$ cat config.mk
export PLATFORM = sky130hd
export DESIGN_NAME = current_autozero_readback
export DESIGN_NICKNAME = d
export VERILOG_FILES = /design/src/hw/readback_pkg.sv /design/src/hw/current_autozero_readback.sv /design/src/hw/pin_sync3.sv
export VERILOG_INCLUDE_DIRS = /design/src /design/src/hw
export SDC_FILE = /design/constraint.sdc
export NUM_CORES = 1
export LEC_CHECK = 0
export BUFFER_PORTS_ARGS = -buffer_cell sky130_fd_sc_hd__clkbuf_2
export CAP_MARGIN = 20
export CELL_PAD_IN_SITES_DETAIL_PLACEMENT = 0
export CELL_PAD_IN_SITES_GLOBAL_PLACEMENT = 1
export CORE_MARGIN = 2
export CORE_UTILIZATION = 43
export CTS_BUF_LIST = sky130_fd_sc_hd__clkbuf_8
export DETAILED_ROUTE_END_ITERATION = 7
export HOLD_SLACK_MARGIN = 0.12
export PLACE_DENSITY_LB_ADDON = 0.08
export SLEW_MARGIN = 25
export SYNTH_ARGS = -nofsm -noshare
export SYNTH_HDL_FRONTEND = slang
export SYNTH_SLANG_ARGS = --single-unit
$ cat constraint.sdc
create_clock -name clk -period 2.5 [get_ports clk]
set_input_delay 0.5 -clock clk [delete_from_list [all_inputs] [get_ports clk]]
set_output_delay 0.5 -clock clk [all_outputs]
set_load 0.005 [all_outputs]
$ cat src/hw/readback_map.svh
// Notes on behaviour
// - bit 31 write flag treated as read
// - id 01010 in 30:26, channel in 25:24
// - current reply: 0, echo id/channel, 23:14 zero
// - current is unsigned 14-bit code in 13:0
// - id 01011 selects autozero readback with channel
// - autozero reply: 0, echo id/channel, 23:16 zero
// - overvoltage latch bit 15, clears when low and read
// - alignment edge latch bit 14, cleared on read
// - low common-mode autozero done, bit 13
// - high common-mode autozero done, bit 12
// - calibration values low 11:6, high 5:0
// - reply low 24 bits zero after reset
`ifndef READBACK_MAP_SVH
`define READBACK_MAP_SVH

// ----------------------------------------------------------------
// frame layout
// ----------------------------------------------------------------
`define FRAME_BITS        32
`define BITCNT_W          6
`define RW_BIT            31
`define ID_HI             30
`define ID_LO             26
`define CH_HI             25
`define CH_LO             24
`define CHANNELS          4

// ----------------------------------------------------------------
// message identifiers
// ----------------------------------------------------------------
`define MSG_CURRENT       5'h0a
`define MSG_AUTOZERO      5'h0b

// ----------------------------------------------------------------
// reply fields
// ----------------------------------------------------------------
`define CURRENT_W         14
`define CUR_PAD_W         10
`define AZ_PAD_W          8
`define OVER_LATCH_BIT    15
`define ALIGN_BIT         14
`define LOW_DONE_BIT      13
`define HIGH_DONE_BIT     12
`define CALIB_W           6
`define REPLY_RESET       32'h00000000

`endif

$ cat src/hw/readback_pkg.sv
package readback_pkg;

`include "readback_map.svh"

    // ----------------------------------------------------------------
    // frame phase and state records
    // ----------------------------------------------------------------
    typedef enum logic {
        PHASE_IDLE,
        PHASE_SHIFT
    } frame_phase_t;

    typedef struct packed {
        logic s1;
        logic s2;
        logic s3;
        logic level;
    } sync_state_t;

    typedef struct packed {
        frame_phase_t              phase;
        logic                      sclk_prev;
        logic                      align_prev;
        logic [`BITCNT_W-1:0]      bit_cnt;
        logic [`FRAME_BITS-1:0]    rx;
        logic [`FRAME_BITS-1:0]    tx;
        logic [`FRAME_BITS-1:0]    reply;
        logic                      overvoltage_latch;
        logic                      alignment_edge_latch;
        logic                      calib_low_cm_done;
        logic                      calib_high_cm_done;
        logic                      miso;
        logic                      miso_oe_n;
        logic                      cmd_strobe;
        logic [`FRAME_BITS-1:0]    cmd_word;
    } core_state_t;

endpackage

$ cat src/hw/current_autozero_readback.sv
`timescale 1ns/100ps
`include "readback_map.svh"
// ----------------------------------------------------------------
// readback command interpreter behind a 32-bit serial slave port
// ----------------------------------------------------------------
module current_autozero_readback (
    input  wire logic                                 clk,
    input  wire logic                                 nrst,
    input  wire logic                                 sclk,
    input  wire logic                                 cs_n,
    input  wire logic                                 mosi,
    output logic                                      miso,
    output logic                                      miso_oe_n,
    input  wire logic                                 align_in,
    input  wire logic                                 overvoltage_in,
    input  wire logic                                 az_low_done,
    input  wire logic                                 az_high_done,
    input  wire logic [`CHANNELS*`CALIB_W-1:0]        az_low_values,
    input  wire logic [`CHANNELS*`CALIB_W-1:0]        az_high_values,
    input  wire logic [`CHANNELS*`CURRENT_W-1:0]      channel_current,
    output logic                                      cmd_strobe,
    output logic [`FRAME_BITS-1:0]                    cmd_word
);
    import readback_pkg::*;

    // ----------------------------------------------------------------
    // pin synchronisers
    // ----------------------------------------------------------------
    logic sclk_s;
    logic cs_n_s;
    logic mosi_s;
    logic align_s;
    logic over_s;

    pin_sync3 #(.RESET_LEVEL(1'b0)) u_sync_sclk (
        .clk   (clk),
        .nrst  (nrst),
        .pin   (sclk),
        .level (sclk_s)
    );

    // select idles high so a reset never looks like a frame start
    pin_sync3 #(.RESET_LEVEL(1'b1)) u_sync_cs (
        .clk   (clk),
        .nrst  (nrst),
        .pin   (cs_n),
        .level (cs_n_s)
    );

    pin_sync3 #(.RESET_LEVEL(1'b0)) u_sync_mosi (
        .clk   (clk),
        .nrst  (nrst),
        .pin   (mosi),
        .level (mosi_s)
    );

    pin_sync3 #(.RESET_LEVEL(1'b0)) u_sync_align (
        .clk   (clk),
        .nrst  (nrst),
        .pin   (align_in),
        .level (align_s)
    );

    pin_sync3 #(.RESET_LEVEL(1'b0)) u_sync_over (
        .clk   (clk),
        .nrst  (nrst),
        .pin   (overvoltage_in),
        .level (over_s)
    );

    // ----------------------------------------------------------------
    // state
    // ----------------------------------------------------------------
    core_state_t st;
    core_state_t next_st;

    // ----------------------------------------------------------------
    // command decode helpers
    // ----------------------------------------------------------------
    logic [4:0]                 rx_id;
    logic [1:0]                 rx_ch;
    logic                       frame_ok;
    logic                       is_current;
    logic                       is_autozero;
    logic [`CURRENT_W-1:0]      cur_sel;
    logic [`CALIB_W-1:0]        low_sel;
    logic [`CALIB_W-1:0]        high_sel;
    logic                       sclk_rise;
    logic                       sclk_fall;
    logic                       align_rise;

    // only id and channel are looked at; bit 31 and 23:0 play no part
    assign rx_id       = st.rx[`ID_HI:`ID_LO];
    assign rx_ch       = st.rx[`CH_HI:`CH_LO];
    assign frame_ok    = (st.bit_cnt == `BITCNT_W'(`FRAME_BITS));
    assign is_current  = frame_ok && (rx_id == `MSG_CURRENT);
    assign is_autozero = frame_ok && (rx_id == `MSG_AUTOZERO);

    // per-channel selection of measured and stored values
    assign cur_sel  = channel_current[rx_ch*`CURRENT_W +: `CURRENT_W];
    assign low_sel  = az_low_values[rx_ch*`CALIB_W +: `CALIB_W];
    assign high_sel = az_high_values[rx_ch*`CALIB_W +: `CALIB_W];

    // edges seen on the synchronised levels
    assign sclk_rise  = sclk_s && !st.sclk_prev;
    assign sclk_fall  = !sclk_s && st.sclk_prev;
    assign align_rise = align_s && !st.align_prev;

    // ----------------------------------------------------------------
    // next-state logic
    // ----------------------------------------------------------------
    always_comb begin
        next_st            = st;
        next_st.cmd_strobe = 1'b0;
        next_st.sclk_prev  = sclk_s;
        next_st.align_prev = align_s;

        // event latches: set always wins over a same-cycle clear
        if (align_rise) begin
            next_st.alignment_edge_latch = 1'b1;
        end
        if (az_low_done) begin
            next_st.calib_low_cm_done = 1'b1;
        end
        if (az_high_done) begin
            next_st.calib_high_cm_done = 1'b1;
        end
        if (over_s) begin
            next_st.overvoltage_latch = 1'b1;
        end

        case (st.phase)
            PHASE_IDLE: begin
                next_st.miso_oe_n = 1'b1;
                if (!cs_n_s) begin
                    // previous frame's reply goes out in this one
                    next_st.phase     = PHASE_SHIFT;
                    next_st.bit_cnt   = '0;
                    next_st.tx        = st.reply;
                    next_st.miso      = st.reply[`FRAME_BITS-1];
                    next_st.miso_oe_n = 1'b0;
                end
            end
            PHASE_SHIFT: begin
                if (cs_n_s) begin
                    next_st.phase     = PHASE_IDLE;
                    next_st.miso_oe_n = 1'b1;
                    if (is_current) begin
                        next_st.reply = {1'b0, rx_id, rx_ch,
                                         `CUR_PAD_W'(0), cur_sel};
                    end else if (is_autozero) begin
                        next_st.reply = {1'b0, rx_id, rx_ch,
                                         `AZ_PAD_W'(0),
                                         st.overvoltage_latch,
                                         st.alignment_edge_latch,
                                         st.calib_low_cm_done,
                                         st.calib_high_cm_done,
                                         low_sel, high_sel};
                        // reading clears unless the event recurs now
                        if (!over_s) begin
                            next_st.overvoltage_latch = 1'b0;
                        end
                        if (!align_rise) begin
                            next_st.alignment_edge_latch = 1'b0;
                        end
                        if (!az_low_done) begin
                            next_st.calib_low_cm_done = 1'b0;
                        end
                        if (!az_high_done) begin
                            next_st.calib_high_cm_done = 1'b0;
                        end
                    end else if (frame_ok) begin
                        // other messages are handed on, reply shows the id only
                        next_st.reply      = {1'b0, rx_id, 26'h0000000};
                        next_st.cmd_strobe = 1'b1;
                        next_st.cmd_word   = st.rx;
                    end
                end else begin
                    if (sclk_rise && st.bit_cnt != `BITCNT_W'(`FRAME_BITS)) begin
                        next_st.rx      = {st.rx[`FRAME_BITS-2:0], mosi_s};
                        next_st.bit_cnt = st.bit_cnt + `BITCNT_W'(1);
                    end
                    if (sclk_fall) begin
                        next_st.tx   = {st.tx[`FRAME_BITS-2:0], 1'b0};
                        next_st.miso = st.tx[`FRAME_BITS-2];
                    end
                end
            end
            default: begin
                next_st.phase = PHASE_IDLE;
            end
        endcase
    end

    // ----------------------------------------------------------------
    // state register
    // ----------------------------------------------------------------
    // reply starts at zero, so the first frame returns all-zero data
    always_ff @(posedge clk) begin
        if (!nrst) begin
            st           <= '0;
            st.phase     <= PHASE_IDLE;
            st.reply     <= `REPLY_RESET;
            st.miso_oe_n <= 1'b1;
        end else begin
            st <= next_st;
        end
    end

    // ----------------------------------------------------------------
    // outputs, all from flip-flops
    // ----------------------------------------------------------------
    assign miso       = st.miso;
    assign miso_oe_n  = st.miso_oe_n;
    assign cmd_strobe = st.cmd_strobe;
    assign cmd_word   = st.cmd_word;
endmodule // current_autozero_readback

$ cat src/hw/pin_sync3.sv
`timescale 1ns/100ps
// ----------------------------------------------------------------
// three-stage pin synchroniser, level moves when stages 2 and 3 agree
// ----------------------------------------------------------------
module pin_sync3 #(
    parameter logic RESET_LEVEL = 1'b0
) (
    input  wire logic clk,
    input  wire logic nrst,
    input  wire logic pin,
    output logic      level
);
    import readback_pkg::*;

    sync_state_t st;
    sync_state_t next_st;

    // stage 1 feeds only stage 2; filter looks at stages 2 and 3
    always_comb begin
        next_st    = st;
        next_st.s1 = pin;
        next_st.s2 = st.s1;
        next_st.s3 = st.s2;
        if (st.s2 == st.s3) begin
            next_st.level = st.s3;
        end
    end

    always_ff @(posedge clk) begin
        if (!nrst) begin
            st <= '{s1: RESET_LEVEL, s2: RESET_LEVEL, s3: RESET_LEVEL,
                    level: RESET_LEVEL};
        end else begin
            st <= next_st;
        end
    end

    assign level = st.level;
endmodule // pin_sync3

==> implementation parameters <==
Parameter                              Value

Floorplan
  Initial core utilization ... 0.437
  Die footprint ... between 15,000 and 20,000 um2
  Overall die width ... roughly 130 um
  Top Ports ... between 100 and 150
  Cell Rows ... 46
  Die Ht ... 131 um
  Placeable core area ... 15,800 um2

Drt
  Met3 WL ... approximately 700 um
  Pre-antenna DRT Iters ... 4
  Vias post-DR ... between 5,000 and 6,000
  Routed length on met2 ... ~7.4 mm
  Via count normalized by instance count ... between 5 and 6
  DRC errors left ... 0
  Highest routed metal layer ... met4
  Total wire length after detailed routing ... ~16 mm
  Wirelength per Cell ... around 16 um
  Wl on met1 ... slightly below 8 mm
  Antenna violation net count after detailed routing ... 0
  Violation count after the first detailed-route iteration ... about 290

Synthesis
  Share of flip-flops with an asynchronous set or reset ... 0
  Syn_area_per_cell ... around 9.4 um2
  Synthesized netlist net count ... about 850
  Synth unique cells ... 45
  Post-synth EDFFs ... 0
  Post-synthesis sequential element count ... 154
  Sequential area share after synthesis ... 0.447
  Most used flip-flop cell after synthesis ... sky130_fd_sc_hd__dfxtp_1
  Netlist area before placement ... 6900 um2
  Total number of yosys warnings ... 0
  Synth Instances ... 731

Global route
  Pin count of the biggest net entering global routing ... 96
  Wire length of the first global-routing pass ... roughly 27 mm
  Global-route usage over all layers ... 0.202
  Number of global-route vias before repair ... about 5,300
  Global route total overflow ... 0
  Antenna violations before repair ... 0

Power and ir drop
  Maximum resistive drop on vdd ... 560 uV
  Part of the total power dissipated in the clock network ... 0.422
  Net Switching ... 977 uW
  P_int ... ~3700 uW
  Leakage ... between 0.003 and 0.004 uW
  Part of the power in combinational logic ... 0.045
  Sequential share of power ... 0.533
  Power per unit of standard cell area ... about 580 nW/um2
  Switching power share of the total ... 0.211

Clock tree
  CTS clock-pin slew for the worst setup and hold paths ... around 80 ps
  Post-CTS sizing ... 0
  Number of H-tree levels ... 4
  Number of clock sinks ... ~150
  CTS tree ... yes
  Master cell of the clock root buffer ... sky130_fd_sc_hd__clkbuf_8
  Clock latency at the later pin of the worst-skew pair ... between 400 and 500 ps
  Inserted Clock Buffers ... 17
  Count of buffers added by post-CTS timing repair for setup ... 0
  CTS max path bufs ... 2
  Total of hold buffers inserted after clock tree synthesis ... 0

Final layout
  Fill cell instance count of the final layout ... between 1,500 and 2,000
  Antenna diode count ... 0
  Area Overhead vs Synth ... 15.9%
  Post-route cell area ... roughly 8000 um2
  Fin nets ... between 900 and 1,000
  Layout cell share with drive strength beyond 1 ... 0.284

Setup path
  Required time reported for the critical path endpoint ... about 2900 ps
  Maximum fanout count along the critical path ... 5
  Cell with the largest stage delay on the worst path ... sky130_fd_sc_hd__a221oi_1
  Data arrival time of the worst path ... 2380 ps
  CP Cell Sequence ... inv_1 -> ha_1 -> and3_1 -> a221oi_1 -> nor2_1 -> o31a_1
  Worst path max stage delay ... approximately 670 ps
  Kind of start point of the critical path ... flop
  Kind of end point of the critical path ... flop
  Crit path kind ... reg -> reg

Timing
  Setup-violating endpoint count in the final report ... 0
  Final critical-path setup slack ... about 460 ps
  Measured slew at the worst slew-check pin ... 777 ps
  Final total negative setup slack ... 0 ps
  Final worst clock skew ... about 11 ps
  Final hold violations ... 0
  Highest clock rate ... 491 MHz
  Final number of max-transition violations ... 0
  Final worst path period need ... 2040 ps
  Setup repair after global routing missed its margin ... false
  Final period utilization ... 0.814
  Max-slew headroom ... 0.482

Placed design
  Post-detailed-placement half-perimeter wirelength ... between 10 and 15 mm
  Final estimated routing congestion in global placement ... roughly 0.83
  Dpl ws ... approximately 500 ps
  Number of input and output port buffers inserted ... ~150
  Instance area at placement ... ~7600 um2

Worst hold path
  Worst hold-check path type ... in -> reg

Run
  Total of max-cap violations ... 0

Outcome
  Result of the run ... complete, no violations
## cell families (layout without fill, tap and decap cells)
group	Yosys count	after routing	share of synthesized area
AND/OR/NAND/NOR	314	314	0.229
buffers and inverters	98	197	0.0735
AO/OA/AOI/OAI	125	125	0.143
flip-flops	154	154	0.447
multiplexers	38	38	0.104
adder cells (fa/ha/maj)	2	2	0.00363
## Yosys cell counts, drive strengths merged (2+ instances only)
cell,number,area [um2]
a21boi,48,360
a21oi,5,25.0
a22o,12,105
a22oi,9,67.6
a32o,2,20.0
and2,18,115
and3,5,31.3
buf,49,323
clkbuf,45,169
dfxtp,154,3080
ha,2,25.0
inv,4,15.0
mux2,12,135
mux4,26,586
nand2,125,469
nand2b,29,181
nand3,84,420
nand3b,23,173
nand4,3,18.8
nor2,5,18.8
nor2b,12,75.1
nor3,3,15.0
o211a,22,220
o21a,2,15.0
o21ai,13,65.1
o221a,2,22.5
o31ai,2,15.0
or3,3,23.8
## path summary, 6_finish.rpt
path | startpoint | end | slack (ps) | cells past startpoint
worst max-delay path | st[135] | st[139] | 460 | 6
worst min-delay path | cs_n | u_sync_cs.next_st[2] | 230 | 2
worst max register to register | st[135] | st[139] | 460 | 6
worst min register to register | u_sync_cs.next_st[2] | u_sync_cs.next_st[1] | 420 | 1
## cells in the final DEF, fill, tap and decap left out, types with 13 or more instances in the layout
cell type,synthesis,routed
sky130_fd_sc_hd__a21boi_0,48,48
sky130_fd_sc_hd__nand3b_1,23,23
sky130_fd_sc_hd__nand2b_1,29,29
sky130_fd_sc_hd__dfxtp_1,154,153
sky130_fd_sc_hd__nand2_1,125,125
sky130_fd_sc_hd__clkbuf_2,0,146
sky130_fd_sc_hd__o21ai_0,13,13
sky130_fd_sc_hd__clkbuf_8,0,21
sky130_fd_sc_hd__o211a_1,22,22
sky130_fd_sc_hd__nand3_1,84,84
sky130_fd_sc_hd__and2_1,17,17
sky130_fd_sc_hd__buf_4,32,14
sky130_fd_sc_hd__mux4_2,26,26
## final cells by class
cell class	count	area, um2	area share
Tap cell	216	270	0.0338
Inverter	4	15.0	0.00188
Clock inverter	10	125	0.0157
Multi-Input combinational cell	479	3330	0.417
Clock buffer	21	289	0.0362
Timing Repair Buffer	162	876	0.110
Sequential cell	154	3080	0.386
## per-layer routing
metal	track usage	up-vias
met5	0	-
li1	-	2710
met3	0.0533	23
met2	0.311	100
met1	0.276	2576
met4	0.0745	0
## critical path: cells and delay by family, from the launching register on
family | cells | cell delay (ps)
DFF | 1 | 400
adders and majority gates | 1 | 230
and+or+nand+nor | 2 | 300
AOI/OAI and AO/OA | 2 | 930
buffers and inverters | 1 | 80
## state kept, by name, indices dropped and copies added (netlist names)
register / cells
u_sync_over.st: 1
u_sync_align.level: 1
u_sync_sclk.level: 1
u_sync_mosi.next_st: 2
cmd_word: 32
rx_id: 5
cmd_strobe: 1
u_sync_mosi.level: 1
u_sync_sclk.next_st: 2
miso_oe_n: 1
u_sync_align.st: 1
u_sync_sclk.st: 1
u_sync_cs.st: 1
st: 92
u_sync_align.next_st: 2
rx_ch: 2
u_sync_over.next_st: 2
u_sync_mosi.st: 1
u_sync_cs.level: 1
u_sync_over.level: 1
miso: 1
u_sync_cs.next_st: 2
## metrics by stage
stage / hold slack, ps / util / power (uW) / cells
finish: 228 / 0.507 / 4640 / 1046
detailed placement: 401 / 0.481 / 2740 / 1015
floorplan: 386 / - / 2630 / 731
CTS: 190 / 0.507 / 4710 / 1046
global placement: 393 / 0.481 / 2730 / 1015
global route: 204 / 0.507 / 4830 / 1046
## power groups by stage
stage | clock network (uW) | registers, uW | logic, uW
6_report | 1960 | 2470 | 211
5_1_grt | 2130 | 2470 | 230
4_1_cts | 2030 | 2470 | 211
3_5_place_dp | 0 | 2530 | 210
3_3_place_gp | 0 | 2530 | 206
2_1_floorplan | 0 | 2530 | 102
No activity file was read; power rests on OpenSTA's default activity.
